File: src/owc_pkg.sv
// Purpose: constants and types of the warm-up counter
// Assumes: 32-bit AXI4-Lite register bus, 25 MHz aclk
// Notes: source clocks arrive as sampled pins
package owc_pkg;
    // ****************************************
    // register byte offsets
    // ****************************************
    localparam logic [7:0] OFF_LOWER_CTL = 8'h00;
    localparam logic [7:0] OFF_UPPER_CTL = 8'h04;
    localparam logic [7:0] OFF_COMPARE = 8'h08;
    localparam logic [7:0] OFF_COUNT = 8'h0c;
    localparam logic [7:0] OFF_IRQ_STATUS = 8'h10;
    localparam logic [7:0] OFF_IRQ_ENABLE = 8'h14;
    localparam logic [7:0] OFF_IRQ_CLEAR = 8'h18;
    localparam logic [7:0] OFF_SYSCTL = 8'h1c;
    // ****************************************
    // field layout of the timer controls
    // ****************************************
    localparam int MODE_LSB = 0;
    localparam int RUN_BIT = 3;
    localparam int SRC_LSB = 4;
    localparam int FF_INIT_BIT = 7;
    localparam logic [2:0] LOWER_MODE_CASCADE = 3'h3;
    localparam logic [2:0] UPPER_MODE_WARMUP = 3'h5;
    localparam logic [2:0] SRC_SLOW = 3'h4;
    localparam logic [2:0] SRC_FAST = 3'h6;
    // system control bits
    localparam int SYS_FAST_EN_BIT = 7;
    localparam int SYS_SLOW_EN_BIT = 6;
    localparam int SYS_CLK_SEL_BIT = 5;
    // ****************************************
    // reset values and answers
    // ****************************************
    localparam logic [7:0] CTL_RESET = 8'h00;
    localparam logic [15:0] COMPARE_RESET = 16'h0000;
    localparam logic [7:0] SYSCTL_RESET = 8'h80;
    localparam logic [1:0] RESP_OKAY = 2'h0;
    localparam logic [1:0] RESP_SLVERR = 2'h2;
    localparam int IRQ_MATCH_BIT = 0;
    // warm-up granularity: one compare step is 256 source ticks
    localparam int TICKS_PER_STEP = 256;
    // counter states
    typedef enum logic [1:0] {
        CNT_IDLE = 2'b01,
        CNT_RUN = 2'b10
    } owc_cnt_e;
endpackage

File: src/owc_top.sv
// What this block does
// [RULE_01] two 8-bit timers form one 16-bit counter
// [RULE_02] times slow or fast oscillator warm-up
// [RULE_03] software keeps both flip-flop init bits zero
// [RULE_04] match uses only compare upper eight bits
// [RULE_05] software enables slow oscillator before start
// [RULE_06] on match clear counter, raise interrupt
// [RULE_07] software starts by setting run bit
// [RULE_08] after slow warm-up: stop, select slow, stop fast
// [RULE_09] software enables fast oscillator before start
// [RULE_10] after fast warm-up: stop, select fast, stop slow
// [RULE_11] slow warm-up spans 256 to 65280 ticks
// [RULE_12] fast warm-up spans 256 to 65280 ticks
// [RULE_13] lower control 43h selects slow cascade
// [RULE_14] lower control 63h selects fast cascade
// [RULE_15] upper control 05h selects warm-up mode
// [RULE_16] upper control bit 3 runs the counter
// [RULE_17] counter counts source ticks from zero
// [RULE_18] stopped counter holds and raises nothing
//
// Purpose: warm-up counter with AXI4-Lite registers
// Assumes: source clocks well below half of aclk
// Notes: one struct holds all state
//
// Local design decisions: the register addresses and register access over AXI4-Lite.
`timescale 1ns/1ns
module owc_top
    import owc_pkg::*;
(
    input wire logic aclk,
    input wire logic aresetn,
    input wire logic [7:0] s_axi_awaddr,
    input wire logic [2:0] s_axi_awprot,
    input wire logic s_axi_awvalid,
    output logic s_axi_awready,
    input wire logic [31:0] s_axi_wdata,
    input wire logic [3:0] s_axi_wstrb,
    input wire logic s_axi_wvalid,
    output logic s_axi_wready,
    output logic [1:0] s_axi_bresp,
    output logic s_axi_bvalid,
    input wire logic s_axi_bready,
    input wire logic [7:0] s_axi_araddr,
    input wire logic [2:0] s_axi_arprot,
    input wire logic s_axi_arvalid,
    output logic s_axi_arready,
    output logic [31:0] s_axi_rdata,
    output logic [1:0] s_axi_rresp,
    output logic s_axi_rvalid,
    input wire logic s_axi_rready,
    input wire logic slow_clock,
    input wire logic fast_clock,
    output logic match_interrupt,
    output logic fast_osc_enable,
    output logic slow_osc_enable,
    output logic clock_select_slow
);

    // ****************************************
    // state record
    // ****************************************
    typedef struct packed {
        logic [2:0] sync_slow; // pin synchroniser
        logic [2:0] sync_fast; // pin synchroniser
        logic lvl_slow; // accepted level
        logic lvl_fast; // accepted level
        logic [7:0] lower_ctl; // lower_timer_control
        logic [7:0] upper_ctl; // upper_timer_control
        logic [15:0] compare; // compare_high/low_byte
        logic [15:0] count; // cascaded counter
        owc_cnt_e cnt_st; // idle or counting
        logic [7:0] sysctl; // system_control_two
        logic irq_status; // sticky match flag
        logic irq_enable; // match mask
        logic irq; // interrupt output
        logic aw_have; // address held
        logic [7:0] aw_addr;
        logic w_have; // data held
        logic [31:0] w_data;
        logic [3:0] w_strb;
        logic awready;
        logic wready;
        logic bvalid;
        logic [1:0] bresp;
        logic arready;
        logic rvalid;
        logic [31:0] rdata;
        logic [1:0] rresp;
    } owc_state_s;

    owc_state_s st_q;
    owc_state_s st_d;

    // ****************************************
    // helpers
    // ****************************************
    // accepted level and rising tick from a three-stage chain;
    // only stages two and three are looked at
    function automatic logic [1:0] owc_edge(
        input logic [2:0] s,
        input logic lvl
    );
        logic nl;
        nl = (s[1] == s[2]) ? s[1] : lvl;
        return {nl, nl & ~lvl};
    endfunction

    // byte-lane merge of a write into a register word
    function automatic logic [31:0] owc_merge(
        input logic [31:0] old,
        input logic [31:0] wd,
        input logic [3:0] be
    );
        logic [31:0] r;
        r = old;
        for (int i = 0; i < 4; i++) begin
            if (be[i]) begin
                r[i*8 +: 8] = wd[i*8 +: 8];
            end
        end
        return r;
    endfunction

    // ****************************************
    // next-state logic
    // ****************************************
    // one process covers bus, sampling and counting, so a
    // write and a counter event in one cycle resolve in one place
    always_comb begin
        logic [1:0] es;
        logic [1:0] ef;
        logic tick;
        logic warm;
        logic start;
        logic match_set;
        logic clr;
        logic do_wr;
        logic [15:0] nxt;
        logic [31:0] m;
        es = 2'h0;
        ef = 2'h0;
        tick = 1'b0;
        warm = 1'b0;
        start = 1'b0;
        match_set = 1'b0;
        clr = 1'b0;
        do_wr = 1'b0;
        nxt = 16'h0000;
        m = 32'h0;
        st_d = st_q;

        // pin sampling through three flops
        st_d.sync_slow = {st_q.sync_slow[1:0], slow_clock};
        st_d.sync_fast = {st_q.sync_fast[1:0], fast_clock};
        es = owc_edge(st_q.sync_slow, st_q.lvl_slow);
        ef = owc_edge(st_q.sync_fast, st_q.lvl_fast);
        st_d.lvl_slow = es[1];
        st_d.lvl_fast = ef[1];

        // source select; other sources give no tick here
        case (st_q.lower_ctl[SRC_LSB +: 3])
            SRC_SLOW: tick = es[0]; // [RULE_02] [RULE_13]
            SRC_FAST: tick = ef[0]; // [RULE_02] [RULE_14]
            default: tick = 1'b0;
        endcase

        // both halves must agree on the cascade warm-up mode
        warm = (st_q.lower_ctl[MODE_LSB +: 3] == LOWER_MODE_CASCADE)
            && (st_q.upper_ctl[MODE_LSB +: 3]
                == UPPER_MODE_WARMUP); // [RULE_01] [RULE_15]

        // ****************************************
        // counter
        // ****************************************
        case (st_q.cnt_st)
            CNT_IDLE: begin
                // held value stays readable while stopped
                start = warm && st_q.upper_ctl[RUN_BIT]; // [RULE_16]
                if (start) begin
                    st_d.count = 16'h0000; // [RULE_17]
                    st_d.cnt_st = CNT_RUN;
                end
            end
            CNT_RUN: begin
                if (!warm || !st_q.upper_ctl[RUN_BIT]) begin
                    st_d.cnt_st = CNT_IDLE; // [RULE_18]
                end else if (tick) begin
                    nxt = st_q.count + 16'h0001; // [RULE_17]
                    // low compare byte takes no part
                    if (nxt[15:8] == st_q.compare[15:8]) begin // [RULE_04]
                        st_d.count = 16'h0000; // [RULE_06]
                        match_set = 1'b1; // [RULE_06] [RULE_11] [RULE_12]
                    end else begin
                        st_d.count = nxt; // [RULE_01]
                    end
                end
            end
            default: begin
                st_d.cnt_st = CNT_IDLE;
            end
        endcase

        // ****************************************
        // write channel
        // ****************************************
        if (s_axi_awvalid && st_q.awready) begin
            st_d.aw_have = 1'b1;
            st_d.aw_addr = s_axi_awaddr;
        end
        if (s_axi_wvalid && st_q.wready) begin
            st_d.w_have = 1'b1;
            st_d.w_data = s_axi_wdata;
            st_d.w_strb = s_axi_wstrb;
        end
        // perform when both halves are held
        do_wr = st_q.aw_have && st_q.w_have && !st_q.bvalid;
        if (do_wr) begin
            st_d.aw_have = 1'b0;
            st_d.w_have = 1'b0;
            st_d.bvalid = 1'b1;
            st_d.bresp = RESP_OKAY;
            case (st_q.aw_addr)
                OFF_LOWER_CTL: begin
                    m = owc_merge({24'h0, st_q.lower_ctl},
                        st_q.w_data, st_q.w_strb);
                    st_d.lower_ctl = m[7:0];
                end
                OFF_UPPER_CTL: begin
                    m = owc_merge({24'h0, st_q.upper_ctl},
                        st_q.w_data, st_q.w_strb);
                    st_d.upper_ctl = m[7:0]; // [RULE_16]
                end
                OFF_COMPARE: begin
                    m = owc_merge({16'h0, st_q.compare},
                        st_q.w_data, st_q.w_strb);
                    st_d.compare = m[15:0];
                end
                OFF_IRQ_ENABLE: begin
                    if (st_q.w_strb[0]) begin
                        st_d.irq_enable = st_q.w_data[IRQ_MATCH_BIT];
                    end
                end
                OFF_IRQ_CLEAR: begin
                    clr = st_q.w_strb[0]
                        && st_q.w_data[IRQ_MATCH_BIT];
                end
                OFF_SYSCTL: begin
                    m = owc_merge({24'h0, st_q.sysctl},
                        st_q.w_data, st_q.w_strb);
                    st_d.sysctl = m[7:0];
                end
                OFF_COUNT, OFF_IRQ_STATUS: begin
                    // read-only: write ignored
                    st_d.bresp = RESP_OKAY;
                end
                default: begin
                    st_d.bresp = RESP_SLVERR;
                end
            endcase
        end
        if (st_q.bvalid && s_axi_bready) begin
            st_d.bvalid = 1'b0;
        end
        // one transaction in flight keeps the slave simple
        st_d.awready = !st_d.aw_have && !st_d.bvalid;
        st_d.wready = !st_d.w_have && !st_d.bvalid;

        // ****************************************
        // interrupt
        // ****************************************
        // a match in the clearing cycle survives
        st_d.irq_status = (st_q.irq_status & ~clr) | match_set; // [RULE_06]
        st_d.irq = st_d.irq_status && st_d.irq_enable; // [RULE_06]

        // ****************************************
        // read channel
        // ****************************************
        if (s_axi_arvalid && st_q.arready) begin
            st_d.rvalid = 1'b1;
            st_d.rresp = RESP_OKAY;
            case (s_axi_araddr)
                OFF_LOWER_CTL: st_d.rdata = {24'h0, st_q.lower_ctl};
                OFF_UPPER_CTL: st_d.rdata = {24'h0, st_q.upper_ctl};
                OFF_COMPARE: st_d.rdata = {16'h0, st_q.compare};
                OFF_COUNT: st_d.rdata = {16'h0, st_q.count};
                OFF_IRQ_STATUS: st_d.rdata = {31'h0, st_q.irq_status};
                OFF_IRQ_ENABLE: st_d.rdata = {31'h0, st_q.irq_enable};
                OFF_IRQ_CLEAR: st_d.rdata = 32'h0;
                OFF_SYSCTL: st_d.rdata = {24'h0, st_q.sysctl};
                default: begin
                    st_d.rdata = 32'h0;
                    st_d.rresp = RESP_SLVERR;
                end
            endcase
        end
        if (st_q.rvalid && s_axi_rready) begin
            st_d.rvalid = 1'b0;
        end
        st_d.arready = !st_d.rvalid;
    end

    // ****************************************
    // state register
    // ****************************************
    // synchronous reset loads constants only
    always_ff @(posedge aclk) begin
        if (!aresetn) begin
            st_q <= '0;
            st_q.lower_ctl <= CTL_RESET;
            st_q.upper_ctl <= CTL_RESET;
            st_q.compare <= COMPARE_RESET;
            st_q.cnt_st <= CNT_IDLE;
            st_q.sysctl <= SYSCTL_RESET;
            st_q.bresp <= RESP_OKAY;
            st_q.rresp <= RESP_OKAY;
        end else begin
            st_q <= st_d;
        end
    end

    // ****************************************
    // outputs, all from flops
    // ****************************************
    assign s_axi_awready = st_q.awready;
    assign s_axi_wready = st_q.wready;
    assign s_axi_bvalid = st_q.bvalid;
    assign s_axi_bresp = st_q.bresp;
    assign s_axi_arready = st_q.arready;
    assign s_axi_rvalid = st_q.rvalid;
    assign s_axi_rdata = st_q.rdata;
    assign s_axi_rresp = st_q.rresp;
    assign match_interrupt = st_q.irq;
    // oscillator and clock-select bits drive the clock switch
    assign fast_osc_enable = st_q.sysctl[SYS_FAST_EN_BIT]; // [RULE_08]
    assign slow_osc_enable = st_q.sysctl[SYS_SLOW_EN_BIT]; // [RULE_10]
    assign clock_select_slow = st_q.sysctl[SYS_CLK_SEL_BIT];

endmodule // owc_top

File: config.mk
export PLATFORM = sky130hd
export DESIGN_NAME = owc_top
export DESIGN_NICKNAME = d
export VERILOG_FILES = /design/src/owc_pkg.sv /design/src/owc_top.sv
export SDC_FILE = /design/constraint.sdc
export NUM_CORES = 1
export LEC_CHECK = 0
export ABC_AREA = 1
export BUFFER_PORTS_ARGS = -buffer_cell sky130_fd_sc_hd__clkbuf_2
export CAP_MARGIN = 5
export CORE_MARGIN = 2
export CORE_UTILIZATION = 55
export CTS_CLUSTER_DIAMETER = 120
export DETAILED_ROUTE_END_ITERATION = 12
export GPL_TIMING_DRIVEN = 0
export MAX_ROUTING_LAYER = met4
export PLACE_DENSITY = 0.8
export SYNTH_ARGS = -nofsm -noshare
export SYNTH_HDL_FRONTEND = slang
export SYNTH_SLANG_ARGS = --single-unit
export TNS_END_PERCENT = 1
File: constraint.sdc
create_clock -name aclk -period 2.2 [get_ports aclk]
set_clock_uncertainty 0.15 [all_clocks]
set_input_delay 0.44 -clock aclk [delete_from_list [all_inputs] [get_ports aclk]]
set_output_delay 0.44 -clock aclk [all_outputs]
set_load 0.01 [all_outputs]
==> flow_summary.json, run 1 <==
{
  "status": "completed",
  "htree_levels": 4,
  "antenna_found_initial": 0,
  "grt_pass1_vias": 5075,
  "end_kind": "flop",
  "num_rows": 36,
  "numCtsBuffers": 17,
  "place_ws_ns": -0.143,
  "worstSetupStartpointType": "flop",
  "synth_area_per_cell_um2": 7.10,
  "crit_path_frequent_cell": "nand2_1",
  "io_buffers": 69,
  "hold_viol": 0,
  "grt_overflow_total": 0,
  "finalCriticalPeriod_ns": 2.13,
  "tightest_slew_ns": 0.686,
  "worst_slack_ns": 0.0670,
  "cts_tree": "built",
  "dp_hpwl_mm": 10.8,
  "fin_nets": 956,
  "drt_iter0_drc": 426,
  "slew_viol_final": 0,
  "gp_congestion": 0.929,
  "fp.dieH_um": 104,
  "rsz0062_at_grt": "yes",
  "setup_viol": 0,
  "cts.clk_slew.worst_paths_ns": 0.06,
  "first_pass_iters": 7,
  "tns_ns": 0,
  "leakage_nw": 2.99,
  "initial_core_util": 0.566,
  "critPathSlowestCell": "dfxtp_4",
  "cts_sinks": 120,
  "max_freq_mhz": 469,
  "antenna_left": 0,
  "layoutNonFillerInstCount": 1032,
  "grt_usage": 0.285,
  "finalPower_mw": 5.36,
  "yosys_warnings": 0,
  "wirelength_mm": 15.0,
  "whs_path_depth": 3,
  "synth.distinct_cells": 32,
  "layout-drive-gt1-share": 0.197,
  "area_delta_synth_final_pct": 23.4,
  "die_area_um2": 10900,
  "ys_seq_elements": 120,
  "holdPathEnd": "st_q[84]",
  "relSlewSlack": 0.541,
  "holdCritPathClass": "input port to flop",
  "cp_max_fo": 10,
  "grt_pass1_wl_mm": 24.0,
  "whs_ns": 0.0203,
  "cp_top_family": "simple AND/OR/NAND/NOR gates",
  "synth_top_area_frac": 0.434,
  "synth-seq-area-share": 0.434,
  "cp.depth": 13,
  "utilization": 0.699,
  "chipWidth_um": 104,
  "grt_max_degree": 17,
  "regToRegEndpoint": "st_q[109]",
  "antenna_cells": 0,
  "rrSetupSlack_ns": 0.07,
  "r2r_cells": 13,
  "synthFlopType": "dfxtp_1",
  "async_reset_ff_frac": 0,
  "vias_per_cell": 5.33,
  "path_buf_inv": 1,
  "max_stage_delay_ns": 0.38,
  "synth_edf_count": 0,
  "clk_latency_ns": 0.52,
  "powerDensity_nw_per_um2": 785,
  "drcViolationCount": 0,
  "place_area_um2": 6110,
  "clk_path_buf_depth": 2,
  "core-area_um2": 9770,
  "r2r-start": "st_q[101]",
  "ir_drop_uv": 550,
  "synthCells": 780,
  "synth_area_leader_cell": "dfxtp_1",
  "worstPathRequired_ns": 2.43,
  "hold_path_startpoint": "s_axi_awaddr[6]",
  "pin_count": 112,
  "num_vias": 5501,
  "place_inst": 999,
  "crit_chain": "ha_4, nand2_2, nor2_4, nand4_1, nand2_1, nand2_1, nand2_1, nand2_1, nor2_4, nand3_4, buf_6, nand2_1, a21oi_1",
  "max-cap-violations": 0,
  "final_cell_area_um2": 6830,
  "wl_per_cell_um": 14.6,
  "path_class": "flop to flop",
  "synth_area_um2": 5540,
  "crit_arrival_ns": 2.36,
  "synthTopCellsByArea": "dfxtp_1 43%, nand2_1 11%, a21oi_1 8.4%",
  "min_period_over_period": 0.970,
  "cts.root.buffer_cell": "clkbuf_8"
}
## kinds of logic (layout without fill, tap and decap cells)
logic type	after synthesis	in the layout	synth area share
other	1	18	0.000677
buffers and inverters	149	251	0.129
AND/OR/NAND/NOR	311	311	0.248
adder cells (fa/ha/maj)	1	1	0.00226
XOR/XNOR	4	4	0.00633
AO/OA/AOI/OAI	194	194	0.181
flip-flops	120	120	0.434
## cell usage after synthesis, drive strengths merged, types with 2 or more instances
cell and count:
o22ai 8, o211ai 2, clkbuf 17, o21ai 86, a21oi 93, xor2 4, buf 46, nor2 76
inv 86, nand4 12, dfxtp 120, o31ai 3, nand2 164, nand3 41, nor3 14
## flip-flops by register name, summed over array words and instances (netlist names)
signal and flops:
s_axi_bresp 1, s_axi_wready 1, s_axi_rvalid 1, fast_osc_enable 1, s_axi_bvalid 1, s_axi_awready 1
match_interrupt 1, st_d 4, slow_osc_enable 1, s_axi_rdata 16, s_axi_rresp 1, s_axi_arready 1
clock_select_slow 1, st_q 89
## layout make-up
| type | instances | area (um^2) |
|---|---|---|
| clock inverter | 7 | 118 |
| fill | 832 | 2940 |
| sequential | 120 | 2410 |
| timing repair buffer | 73 | 380 |
| buffer | 62 | 387 |
| inverter | 86 | 323 |
| tap | 133 | 166 |
| multi-input combinational | 528 | 2570 |
| clock buffer | 23 | 477 |
## placed cells by master (no fill, tap or decap), types with 3 or more instances in the layout
cell       netlist  routed
bufinv_16        0       3
nor2_2          11       9
dfxtp_2          0       3
o21ai_0         86      86
nor2_4           2       8
clkbuf_1        17      17
buf_4           37      39
a21oi_1         93      92
o22ai_1          8       8
conb_1           1      18
clkbuf_16        0      16
o31ai_1          3       3
clkbuf_2         0      70
dfxtp_1        120     115
buf_1            3       3
nand4_1         12      12
nor2_1          63      59
buf_2            5       5
xor2_1           4       4
nand2_1        163     162
clkbuf_8         0       5
inv_1           86      86
nor3_1          11      10
nand3_1         39      39
## worst max path at each step
| stage | from | to |
|---|---|---|
| global placement | s_axi_araddr[0] | s_axi_rdata[15] |
| floorplan | st_q[101] | st_q[109] |
| CTS | st_q[101] | st_q[109] |
| finish | st_q[101] | st_q[109] |
| global route | st_q[101] | st_q[113] |
| detailed placement | s_axi_araddr[1] | s_axi_rdata[12] |
## layer usage
layer | routed length [um] | GRT usage | vias up
li1 | - | - | 2723
met1 | 6640 | 0.359 | 2475
met2 | 6810 | 0.442 | 259
met3 | 1140 | 0.0470 | 44
met4 | 456 | 0.148 | 0
met5 | 0 | - | -
## timing repair
action / CTS / global route
gates resized for setup: 5 / 22
setup buffers: 0 / 2
pin swaps: 0 / 3
hold endpoints to repair: 2 / 0
hold buffers: 2 / 0
setup endpoints to repair: 10 / 36
## worst register-to-register path, stage by stage (launching register included)
cell and delay, ns:
dfxtp_4 0.38, ha_4 0.15, nand2_2 0.08, nor2_4 0.20, nand4_1 0.17, nand2_1 0.11
nand2_1 0.05, nand2_1 0.05, nand2_1 0.08, nor2_4 0.15, nand3_4 0.12, buf_6 0.17
nand2_1 0.07, a21oi_1 0.06
## where the power goes
group / total, mW / internal [mW] / switching [mW]
clock: 2.78 / 1.83 / 0.951
sequential: 2.25 / 2.23 / 0.0276
combinational: 0.325 / 0.114 / 0.211
total: 5.36 / 4.17 / 1.19
No activity file was read; power rests on OpenSTA's default activity.
==> run 2, diff against run 1 <==
==> constraint.sdc (replaced) <==
create_clock -name aclk -period 2.2 [get_ports aclk]
set_clock_uncertainty 0.15 [all_clocks]
set_input_delay 0.44 -clock aclk [delete_from_list [all_inputs] [get_ports aclk]]
set_output_delay 0.44 -clock aclk [all_outputs]
set_load 0.1 [all_outputs]
==> run 2 against run 1 <==
  * Flip-flop and latch count unchanged
  * Largest power group unchanged
  * Setup slack got worse by 0.060 ns
  * Critical path type unchanged
  * Die area unchanged
  * Critical endpoint unchanged
  * Cell area down 0.16%
  * Sequential share of layout area hardly changed
  * Global-route usage down 1.2 points
  * Clock power barely moved
  * Utilization fell by 0.12 points
  * Hold slack got worse by 0.013 ns
  * First-iteration DRC count is the same
  * Largest cell class unchanged
==> flow_summary.json, run 2 (synthesized netlist as in run 1, its figures left out) <==
{
  "grt_max_degree": 17,
  "largest_reg_flops": 89,
  "place_ws_ns": -0.0603,
  "r2r_cells": 13,
  "grt_overflow_total": 0,
  "whs_ns": 0.00697,
  "area_delta_synth_final_pct": 23.2,
  "rrSetupSlack_ns": 0.007,
  "antenna_left": 0,
  "place_area_um2": 6110,
  "place_inst": 999,
  "worstSetupStartpointType": "flop",
  "postCtsSetupBuffers": 0,
  "r2r-start": "st_q[100]",
  "hold_viol": 0,
  "chipWidth_um": 104,
  "use_met2": 0.413,
  "drcViolationCount": 0,
  "pin_count": 112,
  "layout-drive-gt1-share": 0.198,
  "slew_viol_final": 0,
  "max-cap-violations": 0,
  "holdPathEnd": "st_q[42]",
  "die_area_um2": 10900,
  "tns_ns": 0,
  "vias_per_cell": 5.25,
  "final_cell_area_um2": 6820,
  "mostFrequentLayoutCell": "nand2_1",
  "wirelength_mm": 14.3,
  "fin_nets": 958,
  "regMostFlops": "st_q",
  "finalCriticalPeriod_ns": 2.19,
  "regToRegEndpoint": "st_q[109]",
  "core-area_um2": 9770,
  "clk_path_buf_depth": 2,
  "holdCritPathClass": "input port to flop",
  "ir_drop_uv": 608,
  "gr-usage-met1": 0.350,
  "rsz0062_at_grt": "yes",
  "cts.clk_slew.worst_paths_ns": 0.06,
  "max_freq_mhz": 456,
  "grt_usage": 0.273,
  "path_class": "flop to flop",
  "num_rows": 36,
  "cp-startpoint": "st_q[100]",
  "min_period_over_period": 0.997,
  "wl_per_cell_um": 13.8,
  "setup_viol": 0,
  "antenna_found_initial": 0,
  "hold_path_startpoint": "s_axi_wstrb[1]",
  "fp.dieH_um": 104,
  "cts_sinks": 120,
  "cts_tree": "built",
  "worst_slack_ns": 0.00716,
  "cp_max_fo": 10,
  "crit_arrival_ns": 2.43,
  "grt_busiest_layer": "met2",
  "clk_latency_ns": 0.54,
  "relSlewSlack": 0.568,
  "grt_pass1_vias": 4950,
  "htree_levels": 4,
  "num_vias": 5442,
  "gp_congestion": 0.911,
  "numCtsBuffers": 17,
  "grt_pass1_wl_mm": 23.2,
  "layoutNonFillerInstCount": 1036,
  "whs_path_depth": 3,
  "drt_iter0_drc": 426,
  "final_cell_mix": "161 x nand2_1, 114 x dfxtp_1, 92 x a21oi_1",
  "powerDensity_nw_per_um2": 807,
  "utilization": 0.698,
  "io_buffers": 69,
  "antenna_cells": 0,
  "initial_core_util": 0.566,
  "finalPower_mw": 5.51,
  "tightest_slew_ns": 0.648,
  "grt_util_met3": 0.0645,
  "first_pass_iters": 6,
  "cts.root.buffer_cell": "clkbuf_8",
  "dp_hpwl_mm": 10.4,
  "worstPathRequired_ns": 2.43,
  "leakage_nw": 2.97,
  "end_kind": "flop",
  "status": "completed"
}
==> run 2: changes by cell type in the layout (fill, tap and decap cells not counted), sizes merged <==
cell,before,now
dlygate4sd3,2,5
clkinvlp,0,6
clkbuf,108,104
inv,86,88
buf,48,45
==> run 2: area by class of cell <==
class	instances	area, um^2
inverter	86	323
multi-input combinational	528	2540
clock buffer	17	414
buffer	63	393
timing repair buffer	74	395
sequential	120	2410
fill	786	2950
tap	133	166
clock inverter	15	176
==> run 2: how the worst max path moves through the flow <==
stage	end	slack, ns
after floorplan	st_q[137]	-0.04
after global placement	s_axi_rdata[7]	-0.01
after detailed placement	st_q[113]	-0.06
after CTS	st_q[109]	-0.01
after global routing	st_q[109]	-0.11
final	st_q[109]	0.007
==> run 2: power by group <==
part	internal, mW	leakage [nW]	switching, mW	total (mW)
clock	1.72	0.273	1.03	2.75
combinational	0.117	1.72	0.387	0.504
sequential	2.23	0.976	0.0266	2.25
total	4.07	2.97	1.44	5.51
==> run 2: timing repair <==
item | in CTS | in global routing
pin swaps | 0 | 3
endpoints found under the setup margin | 10 | 29
endpoints found under the hold margin | 5 | 0
hold buffers | 5 | 0
resized for setup | 2 | 18
==> run 2: critical path, cell delays in order, from the launching register on <==
cell and delay [ns]:
dfxtp_2 0.38, ha_4 0.15, nand2_2 0.08, nor2_4 0.21
nand4_1 0.17, nand2_1 0.11, nand2_1 0.05, nand2_1 0.05
nand2_1 0.09, nor2_4 0.15, nand3_4 0.13, buf_6 0.18
nand2_1 0.07, a21oi_1 0.06
==> run 2: routing by layer <==
metal / wire length (um) / vias up
met5: 0 / -
met4: 408 / 0
met3: 1280 / 34
met2: 6370 / 245
met1: 6210 / 2436
li1: - / 2727
